### src/logic/osc_consts.vh
// Purpose: register offsets, field positions and reset values of the oscillator control block
// Assumes: 16-bit registers on a plain strobe port
// Notes:   included by osc_ctrl.v
`ifndef OSC_CONSTS_VH
`define OSC_CONSTS_VH
`define OSC_ADDR_OSCCTL      2'h0
`define OSC_ADDR_CLOCK_DIVIDER_CONTROL      2'h1
`define OSC_ADDR_UNLOCK      2'h2
`define OSC_UNLOCK_KEY       16'h55AA
`define OSC_CUR_HI           14
`define OSC_CUR_LO           12
`define OSC_REQ_HI           10
`define OSC_REQ_LO           8
`define OSC_BIT_SELLOCK      7
`define OSC_BIT_PINLOCK      6
`define OSC_BIT_PLLLOCK      5
`define OSC_BIT_FAIL         3
`define OSC_BIT_PRISLEEP     2
`define OSC_BIT_SECEN        1
`define OSC_BIT_SWREQ        0
`define OSC_BIT_ROI          15
`define OSC_RATIO_HI         14
`define OSC_RATIO_LO         12
`define OSC_BIT_RATIO_EN     11
`define OSC_RCPS_HI          10
`define OSC_RCPS_LO          8
`define OSC_SYSPS_HI         7
`define OSC_SYSPS_LO         6
`define OSC_BIT_PLL96_ENABLE        5
`define OSC_BIT_DISPSEL      4
`define OSC_CLOCK_DIVIDER_CONTROL_RST       16'h0100
`define OSC_CLOCK_DIVIDER_CONTROL_WMASK     16'hFFF0
`define OSC_SRC_RC_WITH_PLL_MODE       3'h1
`define OSC_SRC_PRIPLL       3'h3
`define OSC_SETTLE_CYCLES    4'hA
`endif

### src/logic/osc_ctrl.v
// Purpose: oscillator source selection, switch sequencing and clock divider control
// Assumes: all inputs synchronous to mclk; new_clk_tick pulses once per new-source cycle
// Notes:   registers reached over a plain strobe port, read data one cycle after strobe
// Operation
// [RULE1] switching allowed only when switch enable cfg zero
// [RULE2] fail-safe monitor enabled only when field 00
// [RULE3] power-on source from mode and source fields
// [RULE4] erased configuration selects rc with postscaler
// [RULE5] current source read-only at bits 14-12
// [RULE6] requested source writable at bits 10-8
// [RULE7] reset loads both source fields from configuration
// [RULE8] selection lock freezes selections when monitor on
// [RULE9] pin lock needs unlock; one-way blocks clear
// [RULE10] pll lock bit shows pll lock or timer
// [RULE11] pll lock cleared on switch or non-pll mode
// [RULE12] clock fail flag set by hardware, software clears
// [RULE13] primary sleep run bit keeps primary in sleep
// [RULE14] secondary enable bit enables secondary oscillator
// [RULE15] switch request held until switch completes
// [RULE16] recover on interrupt clears ratio apply bit
// [RULE17] ratio field is power-of-two slowdown
// [RULE18] ratio apply bit zero forces 1:1
// [RULE19] rc postscaler divides by 1..256, resets 001
// [RULE20] system postscaler divides by 1,2,4,8
// [RULE21] software avoids divide 4/8 while usb on
// [RULE22] unimplemented control bits read zero
// [RULE23] pll96 enable bit enables the pll
// [RULE24] request for current source is aborted
// [RULE25] wait 10 new-source cycles, then copy source
// [RULE26] switch request ignored while switching disabled
// [RULE27] divider changes take effect at period boundaries; the ratio apply bit acts at once
//
// Local design decisions: strobed register access and the address map.
`timescale 1ns/100ps
`include "osc_consts.vh"
module osc_ctrl #(
    parameter RATIO_W = 3
) (
    input  wire        mclk,
    input  wire        rst_b,
    input  wire [1:0]  reg_addr,
    input  wire [15:0] reg_wdata,
    input  wire        reg_wr,
    input  wire        reg_rd,
    output reg  [15:0] reg_rdata,
    input  wire [1:0]  switch_monitor_cfg,
    input  wire [1:0]  primary_mode_cfg,
    input  wire [2:0]  initial_source_cfg,
    input  wire        one_way_pin_lock_cfg,
    input  wire        pll_locked,
    input  wire        pll_timer_done,
    input  wire        clock_failed,
    input  wire        new_clk_tick,
    input  wire        irq_any,
    input  wire        sleep_mode,
    input  wire        rc_clk_tick,
    input  wire        sys_clk_tick,
    output wire [2:0]  active_source,
    output wire [1:0]  primary_mode,
    output wire        switch_allowed,
    output wire        fail_safe_monitor,
    output wire        primary_osc_run,
    output wire        secondary_osc_en,
    output wire        pll96_en,
    output wire        display_clk_source_sel,
    output reg         periph_tick,
    output reg         rc_div_tick,
    output reg         sys_div_tick
);
    localparam ST_IDLE   = 3'b001;
    localparam ST_SETTLE = 3'b010;
    localparam ST_DONE   = 3'b100;

    reg  [2:0]  cur_src;
    reg  [2:0]  req_src;
    reg         selection_lock;
    reg         pin_map_lock;
    reg         clock_fail_flag;
    reg         primary_sleep_run;
    reg         secondary_enable;
    reg         switch_request;
    reg         lock_hold;
    reg         unlocked;
    reg  [2:0]  state;
    reg  [3:0]  settle_cnt;
    reg         rst_seen;
    reg  [15:0] clock_divider_control;
    reg  [2:0]  ratio_act;
    reg  [2:0]  rcps_act;
    reg  [1:0]  sysps_act;
    reg  [7:0]  ratio_cnt;
    reg  [7:0]  rc_cnt;
    reg  [2:0]  sys_cnt;
    wire [15:0] oscctl_rd;
    wire        wr_osc;
    wire        wr_div;
    wire        frozen;
    wire        pll_mode;
    wire [7:0]  ratio_lim;
    wire [7:0]  rc_lim;
    wire [2:0]  sys_lim;
    wire        ctl_wr;
    wire        wr_unlock;
    wire        key_match;
    wire        cfg_load;
    wire        req_wr_ok;
    wire        sw_start_req;
    wire        sw_redundant;
    wire        sw_valid;
    wire        settle_done;
    wire        pin_lock_stuck;
    wire        fail_set;
    wire        fail_clr;
    wire        ratio_wrap;
    wire        rc_wrap;
    wire        sys_wrap;
    reg  [2:0]  next_state;
    reg  [3:0]  next_settle_cnt;
    reg  [15:0] next_rdata;

    assign switch_allowed    = ~switch_monitor_cfg[1]; // RULE1
    assign fail_safe_monitor = (switch_monitor_cfg == 2'h0); // RULE2
    assign primary_mode      = primary_mode_cfg; // RULE3
    assign active_source     = cur_src; // RULE3
    assign frozen            = fail_safe_monitor & selection_lock; // RULE8
    assign pll_mode          = (cur_src == `OSC_SRC_PRIPLL) | (cur_src == `OSC_SRC_RC_WITH_PLL_MODE);
    assign primary_osc_run   = ~sleep_mode | primary_sleep_run; // RULE13
    assign secondary_osc_en  = secondary_enable; // RULE14
    assign pll96_en          = clock_divider_control[`OSC_BIT_PLL96_ENABLE]; // RULE23
    assign display_clk_source_sel = clock_divider_control[`OSC_BIT_DISPSEL];
    assign wr_osc = reg_wr & (reg_addr == `OSC_ADDR_OSCCTL);
    assign wr_div = reg_wr & (reg_addr == `OSC_ADDR_CLOCK_DIVIDER_CONTROL);
    assign ctl_wr         = wr_osc & ~rst_seen;
    assign wr_unlock      = reg_wr & (reg_addr == `OSC_ADDR_UNLOCK);
    assign key_match      = (reg_wdata == `OSC_UNLOCK_KEY);
    assign cfg_load       = rst_seen;
    assign req_wr_ok      = ctl_wr & ~frozen & (state == ST_IDLE); // RULE8
    assign sw_start_req   = ctl_wr & reg_wdata[`OSC_BIT_SWREQ] & switch_allowed & ~frozen
                            & (state == ST_IDLE); // RULE1 RULE26
    assign sw_redundant   = sw_start_req & (reg_wdata[`OSC_REQ_HI:`OSC_REQ_LO] == cur_src);
    assign sw_valid       = sw_start_req & ~sw_redundant;
    assign settle_done    = (settle_cnt == `OSC_SETTLE_CYCLES - 4'h1);
    assign pin_lock_stuck = one_way_pin_lock_cfg & pin_map_lock; // RULE9
    assign fail_set       = clock_failed & fail_safe_monitor; // RULE12
    assign fail_clr       = (wr_osc & ~reg_wdata[`OSC_BIT_FAIL]) | sw_valid; // RULE12

    assign oscctl_rd = {1'b0, cur_src, 1'b0, req_src, selection_lock, pin_map_lock,
                        lock_hold, 1'b0, clock_fail_flag, primary_sleep_run,
                        secondary_enable, switch_request}; // RULE5 RULE22

    // reset marker: first cycle after release loads configuration
    always @(posedge mclk) begin
        if (!rst_b)
            rst_seen <= 1'b1;
        else
            rst_seen <= 1'b0;
    end

    // current and requested source fields
    always @(posedge mclk) begin
        if (!rst_b) begin
            cur_src <= 3'h7; // RULE4
            req_src <= 3'h7;
        end else if (cfg_load) begin
            cur_src <= initial_source_cfg; // RULE7
            req_src <= initial_source_cfg; // RULE7
        end else begin
            if (req_wr_ok)
                req_src <= reg_wdata[`OSC_REQ_HI:`OSC_REQ_LO]; // RULE6
            if (state == ST_DONE)
                cur_src <= req_src; // RULE25
        end
    end

    // unlock key: arms the next control write only
    always @(posedge mclk) begin
        if (!rst_b)
            unlocked <= 1'b0;
        else if (wr_unlock)
            unlocked <= key_match;
        else if (wr_osc)
            unlocked <= 1'b0;
    end

    // selection lock: settable only, cleared by reset
    always @(posedge mclk) begin
        if (!rst_b)
            selection_lock <= 1'b0;
        else if (ctl_wr && fail_safe_monitor && reg_wdata[`OSC_BIT_SELLOCK])
            selection_lock <= 1'b1; // RULE8
    end

    // pin map lock: needs the key, one-way option blocks clearing
    always @(posedge mclk) begin
        if (!rst_b)
            pin_map_lock <= 1'b0;
        else if (ctl_wr && unlocked && !pin_lock_stuck)
            pin_map_lock <= reg_wdata[`OSC_BIT_PINLOCK]; // RULE9
    end

    // plain control bits
    always @(posedge mclk) begin
        if (!rst_b) begin
            primary_sleep_run <= 1'b0;
            secondary_enable  <= 1'b0;
        end else if (ctl_wr) begin
            primary_sleep_run <= reg_wdata[`OSC_BIT_PRISLEEP]; // RULE13
            secondary_enable  <= reg_wdata[`OSC_BIT_SECEN]; // RULE14
        end
    end

    // clock fail flag: hardware set wins over any clear
    always @(posedge mclk) begin
        if (!rst_b)
            clock_fail_flag <= 1'b0;
        else if (fail_set)
            clock_fail_flag <= 1'b1; // RULE12
        else if (fail_clr)
            clock_fail_flag <= 1'b0; // RULE12
    end

    // switch request bit: held from a valid start until change-over
    always @(posedge mclk) begin
        if (!rst_b)
            switch_request <= 1'b0;
        else if (sw_valid)
            switch_request <= 1'b1; // RULE15
        else if (sw_redundant)
            switch_request <= 1'b0; // RULE24
        else if (state == ST_DONE)
            switch_request <= 1'b0; // RULE15
    end

    // switch sequencer: next state
    always @* begin
        next_state      = state;
        next_settle_cnt = settle_cnt;
        case (state)
            ST_IDLE: begin
                if (sw_valid) begin
                    next_state      = ST_SETTLE;
                    next_settle_cnt = 4'h0;
                end
            end
            ST_SETTLE: begin
                if (new_clk_tick) begin
                    next_settle_cnt = settle_cnt + 4'h1;
                    if (settle_done)
                        next_state = ST_DONE; // RULE25
                end
            end
            ST_DONE: begin
                next_state = ST_IDLE;
            end
            default: begin
                next_state = ST_IDLE;
            end
        endcase
    end

    // switch sequencer: state registers
    always @(posedge mclk) begin
        if (!rst_b) begin
            state      <= ST_IDLE;
            settle_cnt <= 4'h0;
        end else begin
            state      <= next_state;
            settle_cnt <= next_settle_cnt;
        end
    end

    // pll lock status
    always @(posedge mclk) begin
        if (!rst_b)
            lock_hold <= 1'b0;
        else if (state != ST_IDLE || !pll_mode || !pll96_en)
            lock_hold <= 1'b0; // RULE11
        else
            lock_hold <= pll_locked | pll_timer_done; // RULE10
    end

    // divider register
    always @(posedge mclk) begin
        if (!rst_b) begin
            clock_divider_control <= `OSC_CLOCK_DIVIDER_CONTROL_RST; // RULE19
        end else begin
            if (wr_div)
                clock_divider_control <= reg_wdata & `OSC_CLOCK_DIVIDER_CONTROL_WMASK;
            if (irq_any && clock_divider_control[`OSC_BIT_ROI] && !(wr_div && reg_wdata[`OSC_BIT_ROI] == 1'b0))
                clock_divider_control[`OSC_BIT_RATIO_EN] <= 1'b0; // RULE16
        end
    end

    // read data mux
    always @* begin
        next_rdata = 16'h0000;
        if (reg_rd) begin
            case (reg_addr)
                `OSC_ADDR_OSCCTL: next_rdata = oscctl_rd; // RULE5 RULE22
                `OSC_ADDR_CLOCK_DIVIDER_CONTROL: next_rdata = clock_divider_control;
                default:          next_rdata = 16'h0000;
            endcase
        end
    end

    // read data register: valid one cycle after the strobe
    always @(posedge mclk) begin
        if (!rst_b)
            reg_rdata <= 16'h0000;
        else
            reg_rdata <= next_rdata;
    end

    // divide limits and period ends
    assign ratio_lim  = clock_divider_control[`OSC_BIT_RATIO_EN] ? ((8'h01 << ratio_act) - 8'h01)
                                                  : 8'h00; // RULE17 RULE18
    assign rc_lim     = (rcps_act == 3'h7) ? 8'hFF : ((8'h01 << rcps_act) - 8'h01); // RULE19
    assign sys_lim    = (3'h1 << sysps_act) - 3'h1; // RULE20
    assign ratio_wrap = (ratio_cnt >= ratio_lim);
    assign rc_wrap    = rc_clk_tick & (rc_cnt >= rc_lim);
    assign sys_wrap   = sys_clk_tick & (sys_cnt >= sys_lim);

    // peripheral ratio divider; setting latched at period end
    always @(posedge mclk) begin
        if (!rst_b) begin
            ratio_act   <= 3'h0;
            ratio_cnt   <= 8'h00;
            periph_tick <= 1'b0;
        end else if (ratio_wrap) begin
            ratio_act   <= clock_divider_control[`OSC_RATIO_HI:`OSC_RATIO_LO]; // RULE27
            ratio_cnt   <= 8'h00;
            periph_tick <= 1'b1;
        end else begin
            ratio_cnt   <= ratio_cnt + 8'h01;
            periph_tick <= 1'b0;
        end
    end

    // rc postscaler; setting latched at period end
    always @(posedge mclk) begin
        if (!rst_b) begin
            rcps_act    <= 3'h1;
            rc_cnt      <= 8'h00;
            rc_div_tick <= 1'b0;
        end else if (rc_wrap) begin
            rcps_act    <= clock_divider_control[`OSC_RCPS_HI:`OSC_RCPS_LO]; // RULE27
            rc_cnt      <= 8'h00;
            rc_div_tick <= 1'b1;
        end else begin
            if (rc_clk_tick)
                rc_cnt <= rc_cnt + 8'h01;
            rc_div_tick <= 1'b0;
        end
    end

    // system clock postscaler; setting latched at period end
    always @(posedge mclk) begin
        if (!rst_b) begin
            sysps_act    <= 2'h0;
            sys_cnt      <= 3'h0;
            sys_div_tick <= 1'b0;
        end else if (sys_wrap) begin
            sysps_act    <= clock_divider_control[`OSC_SYSPS_HI:`OSC_SYSPS_LO]; // RULE27
            sys_cnt      <= 3'h0;
            sys_div_tick <= 1'b1;
        end else begin
            if (sys_clk_tick)
                sys_cnt <= sys_cnt + 3'h1;
            sys_div_tick <= 1'b0;
        end
    end
endmodule // osc_ctrl

### config.mk
export PLATFORM = sky130hd
export DESIGN_NAME = osc_ctrl
export DESIGN_NICKNAME = d
export VERILOG_FILES = /design/src/logic/osc_ctrl.v
export VERILOG_INCLUDE_DIRS = /design/src /design/src/logic
export SDC_FILE = /design/constraint.sdc
export NUM_CORES = 1
export LEC_CHECK = 0
export ABC_AREA = 1
export BUFFER_PORTS_ARGS = -buffer_cell sky130_fd_sc_hd__clkbuf_2
export CAP_MARGIN = 0
export CORE_MARGIN = 3
export CORE_UTILIZATION = 41
export CTS_BUF_LIST = sky130_fd_sc_hd__clkbuf_16
export CTS_CLUSTER_DIAMETER = 30
export DETAILED_ROUTE_END_ITERATION = 6
export GPL_TIMING_DRIVEN = 0
export PLACE_DENSITY = 0.69
export SYNTH_ARGS = -nofsm -noshare
export SYNTH_HDL_FRONTEND = slang
export SYNTH_SLANG_ARGS = --single-unit
### constraint.sdc
create_clock -name mclk -period 5.65 [get_ports mclk]
set_clock_uncertainty 0.05 [all_clocks]
set_input_delay 1.4125 -clock mclk [delete_from_list [all_inputs] [get_ports mclk]]
set_output_delay 1.4125 -clock mclk [all_outputs]
set_load 0.03 [all_outputs]
Word level (Yosys, flattened, before mapping)
Index checks and enable logic that the tools add are counted.
- shift-type cells: 3
- bitwise operators: 30
- order comparisons: 3
- muxes and demuxes: 25
- reduce and logical (&&, ||, !) cells: 29
- add/subtract/negate cells: 7
- equality and inequality tests: 15
- operators by type and width (kind ; count):
    case mux 16 bit (2 select lines) ; 1
    two-way mux 3 bit ; 7
    AND 1 bit ; 18
    adder 8 x 1 -> 8 bit (second input constant) ; 2
    == test 16 x 15 -> 1 bit (second input constant) ; 1
    greater-or-equal comparator 8 bit ; 2
    two-way mux 8 bit ; 2
    << shifter 1 x 3 -> 8 bit (first input constant) ; 2
    subtractor 8 x 1 -> 8 bit (second input constant) ; 2
    two-way mux 1 bit ; 11
    nonzero test 2 bit ; 5
    OR reduction 2 bit ; 5
    two-way mux 4 bit ; 2
    NOT 1 bit ; 8
    case mux 4 bit (2 select lines) ; 1
    logical AND 1 bit ; 7
    == test 3 x 1 -> 1 bit (second input constant) ; 2
    == test 3 x 2 -> 1 bit (second input constant) ; 2
    == test 3 bit (second input constant) ; 2
    != test 2 bit (second input constant) ; 3
    case mux 3 bit (2 select lines) ; 1
    AND reduction 3 bit ; 2
    adder 4 x 1 -> 4 bit (second input constant) ; 1
    == test 4 bit (second input constant) ; 1
    other kinds (14) ; 22
- input port bits: 38
- flip-flop bits (word level): 80
- word-level logic and storage cells: 137
- output and inout port bits: 30

Logic depth before layout (Yosys ltp)
- depth after elaboration: 13
- mapped depth: 16

Least setup slack after synthesis
No wires, ideal clock.
- path type: input port to output port
- start: in switch_monitor_cfg[1]
- end: out fail_safe_monitor
- path slack: 2.275 ns
- stages: 1
- data arrival time: 1.912 ns
- path buffers: 0
- required time: 4.188 ns
- cells stage by stage: nor2_1
- word-level cells in the longest chain between the ends: 1
- ends and longest elaborated chain (item ; line ; source):
    start, declared ; osc_ctrl.v:46 ; input wire [1:0] switch_monitor_cfg,
    logical NOT 2 bit ; osc_ctrl.v:122 ; assign fail_safe_monitor = (switch_monitor_cfg == 2'h0);
    end, declared ; osc_ctrl.v:61 ; output wire fail_safe_monitor,
Every way passes these cells.

Worst setup path after layout
Ends and elaborated chain as after synthesis.

==> out/results.txt <==
The run finished with clean final reports. The worst-case IR drop observed on VDD is 0.000162 V. The fraction of final layout cells sized beyond drive strength 1 works out to 0.173. The cell taking the most area after synthesis is sky130_fd_sc_hd__dfxtp_1. For the fraction of power consumed by sequential logic, the log shows 0.403. The H-tree was split into 3 levels.

In this run the mean area of a mapped cell was 7.64 um2. Setup repair after global routing left no endpoint under its margin. In the synthesized netlist the dominant register cell turns out to be sky130_fd_sc_hd__dfxtp_1. The layout has 879 filler cells. The switching fraction of total power was 0.274; the final-layout setup total negative slack was 0 ns. The count of final setup violators was 0; the count of input and output buffers was 64. Starting utilization of the core area: 0.426. The run gives 0.434 as the clock group share of total power.

At the later pin of the worst-skew pair, clock insertion delay measures 0.33 ns. Counting the buffers created by CTS gives 9. After detailed routing, the wire length on met1 is 4210 um. In the routed design, unresolved DRC markers number 0. Measured along the y axis, the die boundary spans 102 um. The tools report the reported net switching power as 0.414 mW. TritonCTS built the clock tree. The pin slew with the least headroom to its limit was 0.531 ns; the total internal power was 1.10 mW. The endpoint class of the critical path is an output port. For hold timing, the worst endpoint is reg_rdata[3]. The critical-path cell with the highest stage delay is sky130_fd_sc_hd__nor2_1. The topmost layer with routed signal wires is met4. For the relative max-transition margin, the log shows 0.646.

The delay contributed by the slowest stage of the critical path was 0.27 ns. The run gives 3,364 as the via count of the first global-routing pass. In the detailed route, the total length drawn on met2 is 4190 um. Entering global routing, the biggest net connects 14 pins.

Derived from the worst setup path, the maximum achievable clock frequency is 285 MHz. In this run, the number of DRC markers left after iteration 0 of detailed routing was 180. Clock root buffer: sky130_fd_sc_hd__clkbuf_16. In this design, the largest share of critical-path delay is due to buffers and inverters.

The worst setup path is launched from an input port. Synthesis handed over a netlist of 494 instances. The path class of the tightest hold or removal check is flip-flop to flip-flop.

The initial antenna violation count was 0. The most frequent cell on the critical path is sky130_fd_sc_hd__clkbuf_2. During I/O placement, the number of pins put on the boundary was 68.

The horizontal die dimension came out at 102 um. The worst setup path is of the input port to output port kind. The final clock period utilization by the worst path came out at 0.621.

The floorplan has 34 rows. The tools report the CTS sink count as 80. The repair_antennas step left the layout with diodes totalling 0.

Relative to the synthesized area, the layout overhead comes to 21.0%. After synthesis the cells add up to 0.00377 mm2. The library cells used most frequently in the layout, excluding fill and tap cells, are sky130_fd_sc_hd__nand2_1, sky130_fd_sc_hd__dfxtp_1, sky130_fd_sc_hd__clkbuf_2, sky130_fd_sc_hd__inv_1, sky130_fd_sc_hd__nor2_1.

Counting cells, the worst reg-to-reg path comes to 15. The completed layout was analyzed and its total power is 1.51 mW. The weighted congestion reported at the end of routability-driven placement is 0.834. The worst hold path passes through 2 cells.

Counting flops and latches in the post-synthesis netlist gives 80. The endpoint identified for the worst register-to-register timing path is rc_cnt[1]. The netlist uses 35 different library cells. Most common cell after layout, fill and taps aside: sky130_fd_sc_hd__nand2_1.

Summed over all cells, the static leakage comes to 2.10 nW. The total grt overflow came out at 0. At the worst endpoint, the required time is 4.19 ns. Post-CTS timing repair inserted 0 buffers for setup.

Detailed placement ended at an HPWL of 6900 um. Wire segments on met3 add up to 481 um in the final route. The buffers plus inverters on the worst setup path is 2. The ratio of routed vias to standard cells works out to 5.09.

Ranked by total cell area, the synthesized netlist is headed by sky130_fd_sc_hd__dfxtp_1, sky130_fd_sc_hd__nand2_1, sky130_fd_sc_hd__ha_1. The max-slew violation total from the final report came out at 0. The number of synthesized flops with an enable pin was 0; the clock transition at the registers of the reported paths was 0.06 ns. In this run the register-to-register setup slack is 3.05 ns. Vias after detailed routing: 3,464.

The maximum clock insertion buffer count is 2, and the share of synthesized area occupied by flip-flops and latches is 0.424. The share of synthesized flip-flops with an asynchronous set or reset is 0, and the reported max-cap violation count is 0. The total routing usage reported by global routing is 0.189. Traced cell by cell, the critical path runs through clkbuf_2 > nor2_1 > clkbuf_2. The count of nets left with antenna violations once routing finished came out at 0. The final layout contains routed wiring with a total length of 9120 um. The number of nets handed over by synthesis was 557. The startpoint identified for the worst register-to-register timing path is rcps_act[0]. The share of the synthesized area in the top cell type was 0.424.

The run gives 632 as the net count of the finished layout. In this run the power density over the cells is 332 mW/mm2. The data arrival time at the worst-slack endpoint was 2.05 ns; the highest net fanout along the worst path was 4. The die area came out at 0.0104 mm2.

In this run, post-CTS repair resized a total of 0 instances. The average routed wire per standard cell is 13.4 um, and the part of the total power dissipated in combinational logic is 0.164. For the number of endpoints with negative hold slack in the final report, the log shows 0.

The number of synthesis warnings is 0. The core area came out at 0.00885 mm2. The source of the worst hold timing path was clock_fail_flag.

Subtracting the final worst setup slack from the clock period gives 3.51 ns. For this run, the detailed router's first-pass iteration total came to 5. Hold repair after CTS inserted 0 buffers. The first global-routing pass estimated 15,400 um of wire.
-- worst min-delay path, delay by kind of cell, from the launching register on --
kind,cells,cell delay (ns)
flops,1,0.31
simple gates,2,0.10
-- through the flow --
stage	area, um2	hold WS, ns	setup WS [ns]	util	std cells
final	4560	0.398	2.14	0.516	681
after detailed placement	4230	0.382	2.15	0.478	666
after floorplan	3770	0.369	2.28	-	494
after global placement	4230	0.384	2.15	0.478	666
after global routing	4560	0.411	2.07	0.516	681
after CTS	4560	0.397	2.14	0.516	681
-- area by class of cell --
| type | instances | area (um2) | share of cell area |
|---|---|---|---|
| Multi-Input combinational cell | 345 | 1900 | 0.416 |
| Sequential cell | 80 | 1600 | 0.351 |
| Timing Repair Buffer | 64 | 320 | 0.0702 |
| Clock buffer | 9 | 225 | 0.0493 |
| Inverter | 57 | 214 | 0.0469 |
| Tap cell | 108 | 135 | 0.0296 |
| Clock inverter | 6 | 110 | 0.0241 |
| Buffer | 12 | 58.8 | 0.0129 |
-- power groups by stage --
stage | registers, mW | logic, mW | clock network, mW
2_1_floorplan | 0.630 | 0.159 | 0
3_3_place_gp | 0.620 | 0.230 | 0
3_5_place_dp | 0.621 | 0.242 | 0
4_1_cts | 0.609 | 0.248 | 0.665
5_1_grt | 0.613 | 0.279 | 0.690
6_report | 0.609 | 0.248 | 0.656
-- cells by family (layout without fill, tap and decap cells) --
| family | count (synthesis) | count (layout) | synth area share |
|---|---|---|---|
| fa+ha+maj | 25 | 25 | 0.0829 |
| mux | 2 | 2 | 0.00531 |
| compound gates | 71 | 71 | 0.106 |
| flops | 80 | 80 | 0.424 |
| other cells | 1 | 1 | 0.000994 |
| simple gates | 232 | 232 | 0.276 |
| xor+xnor | 14 | 14 | 0.0325 |
| buf+inv | 69 | 148 | 0.0723 |
-- layer usage --
metal,track usage,up-vias
met4,0.0969,0
met3,0.0362,18
met2,0.308,98
met1,0.239,1566
met5,0,-
li1,-,1782
-- how the worst max path moves through the flow --
stage / slack [ns] / depth (start not counted) / from / end
2_1_floorplan: 2.28 / 1 / switch_monitor_cfg[1] / fail_safe_monitor
3_3_place_gp: 2.15 / 3 / switch_monitor_cfg[1] / fail_safe_monitor
3_5_place_dp: 2.15 / 3 / switch_monitor_cfg[1] / fail_safe_monitor
4_1_cts: 2.14 / 3 / switch_monitor_cfg[1] / fail_safe_monitor
5_1_grt: 2.07 / 3 / switch_monitor_cfg[1] / fail_safe_monitor
6_report: 2.14 / 3 / switch_monitor_cfg[1] / fail_safe_monitor
-- cell usage after synthesis (2+ instances only) --
| cell | instances |
|---|---|
| sky130_fd_sc_hd__or2_2 | 4 |
| sky130_fd_sc_hd__nor3_1 | 7 |
| sky130_fd_sc_hd__nand3_1 | 40 |
| sky130_fd_sc_hd__xor2_1 | 7 |
| sky130_fd_sc_hd__nor2_1 | 46 |
| sky130_fd_sc_hd__a211oi_1 | 2 |
| sky130_fd_sc_hd__dfxtp_1 | 80 |
| sky130_fd_sc_hd__xnor2_1 | 7 |
| sky130_fd_sc_hd__mux2i_1 | 2 |
| sky130_fd_sc_hd__nand4_1 | 9 |
| sky130_fd_sc_hd__nand2_1 | 115 |
| sky130_fd_sc_hd__buf_2 | 5 |
| sky130_fd_sc_hd__clkbuf_1 | 5 |
| sky130_fd_sc_hd__nor2_4 | 3 |
| sky130_fd_sc_hd__inv_1 | 55 |
| sky130_fd_sc_hd__buf_4 | 2 |
| sky130_fd_sc_hd__a21oi_1 | 41 |
| sky130_fd_sc_hd__o221ai_1 | 3 |
| sky130_fd_sc_hd__o21ai_0 | 14 |
| sky130_fd_sc_hd__o311ai_0 | 3 |
| sky130_fd_sc_hd__a31oi_1 | 4 |
| sky130_fd_sc_hd__ha_1 | 25 |
| sky130_fd_sc_hd__o21a_1 | 2 |
| sky130_fd_sc_hd__nand3_4 | 2 |
-- sequential cells by signal, summed over array words and instances, names as in the netlist, 3 cells and up --
| signal | cells |
|---|---|
| active_source | 3 |
| clock_divider_control | 12 |
| ratio_act | 3 |
| ratio_cnt | 8 |
| rc_cnt | 8 |
| rcps_act | 3 |
| reg_rdata | 16 |
| req_src | 3 |
| settle_cnt | 4 |
| state | 3 |
| sys_cnt | 3 |
Note: power is estimated with default switching activity, not from simulation.
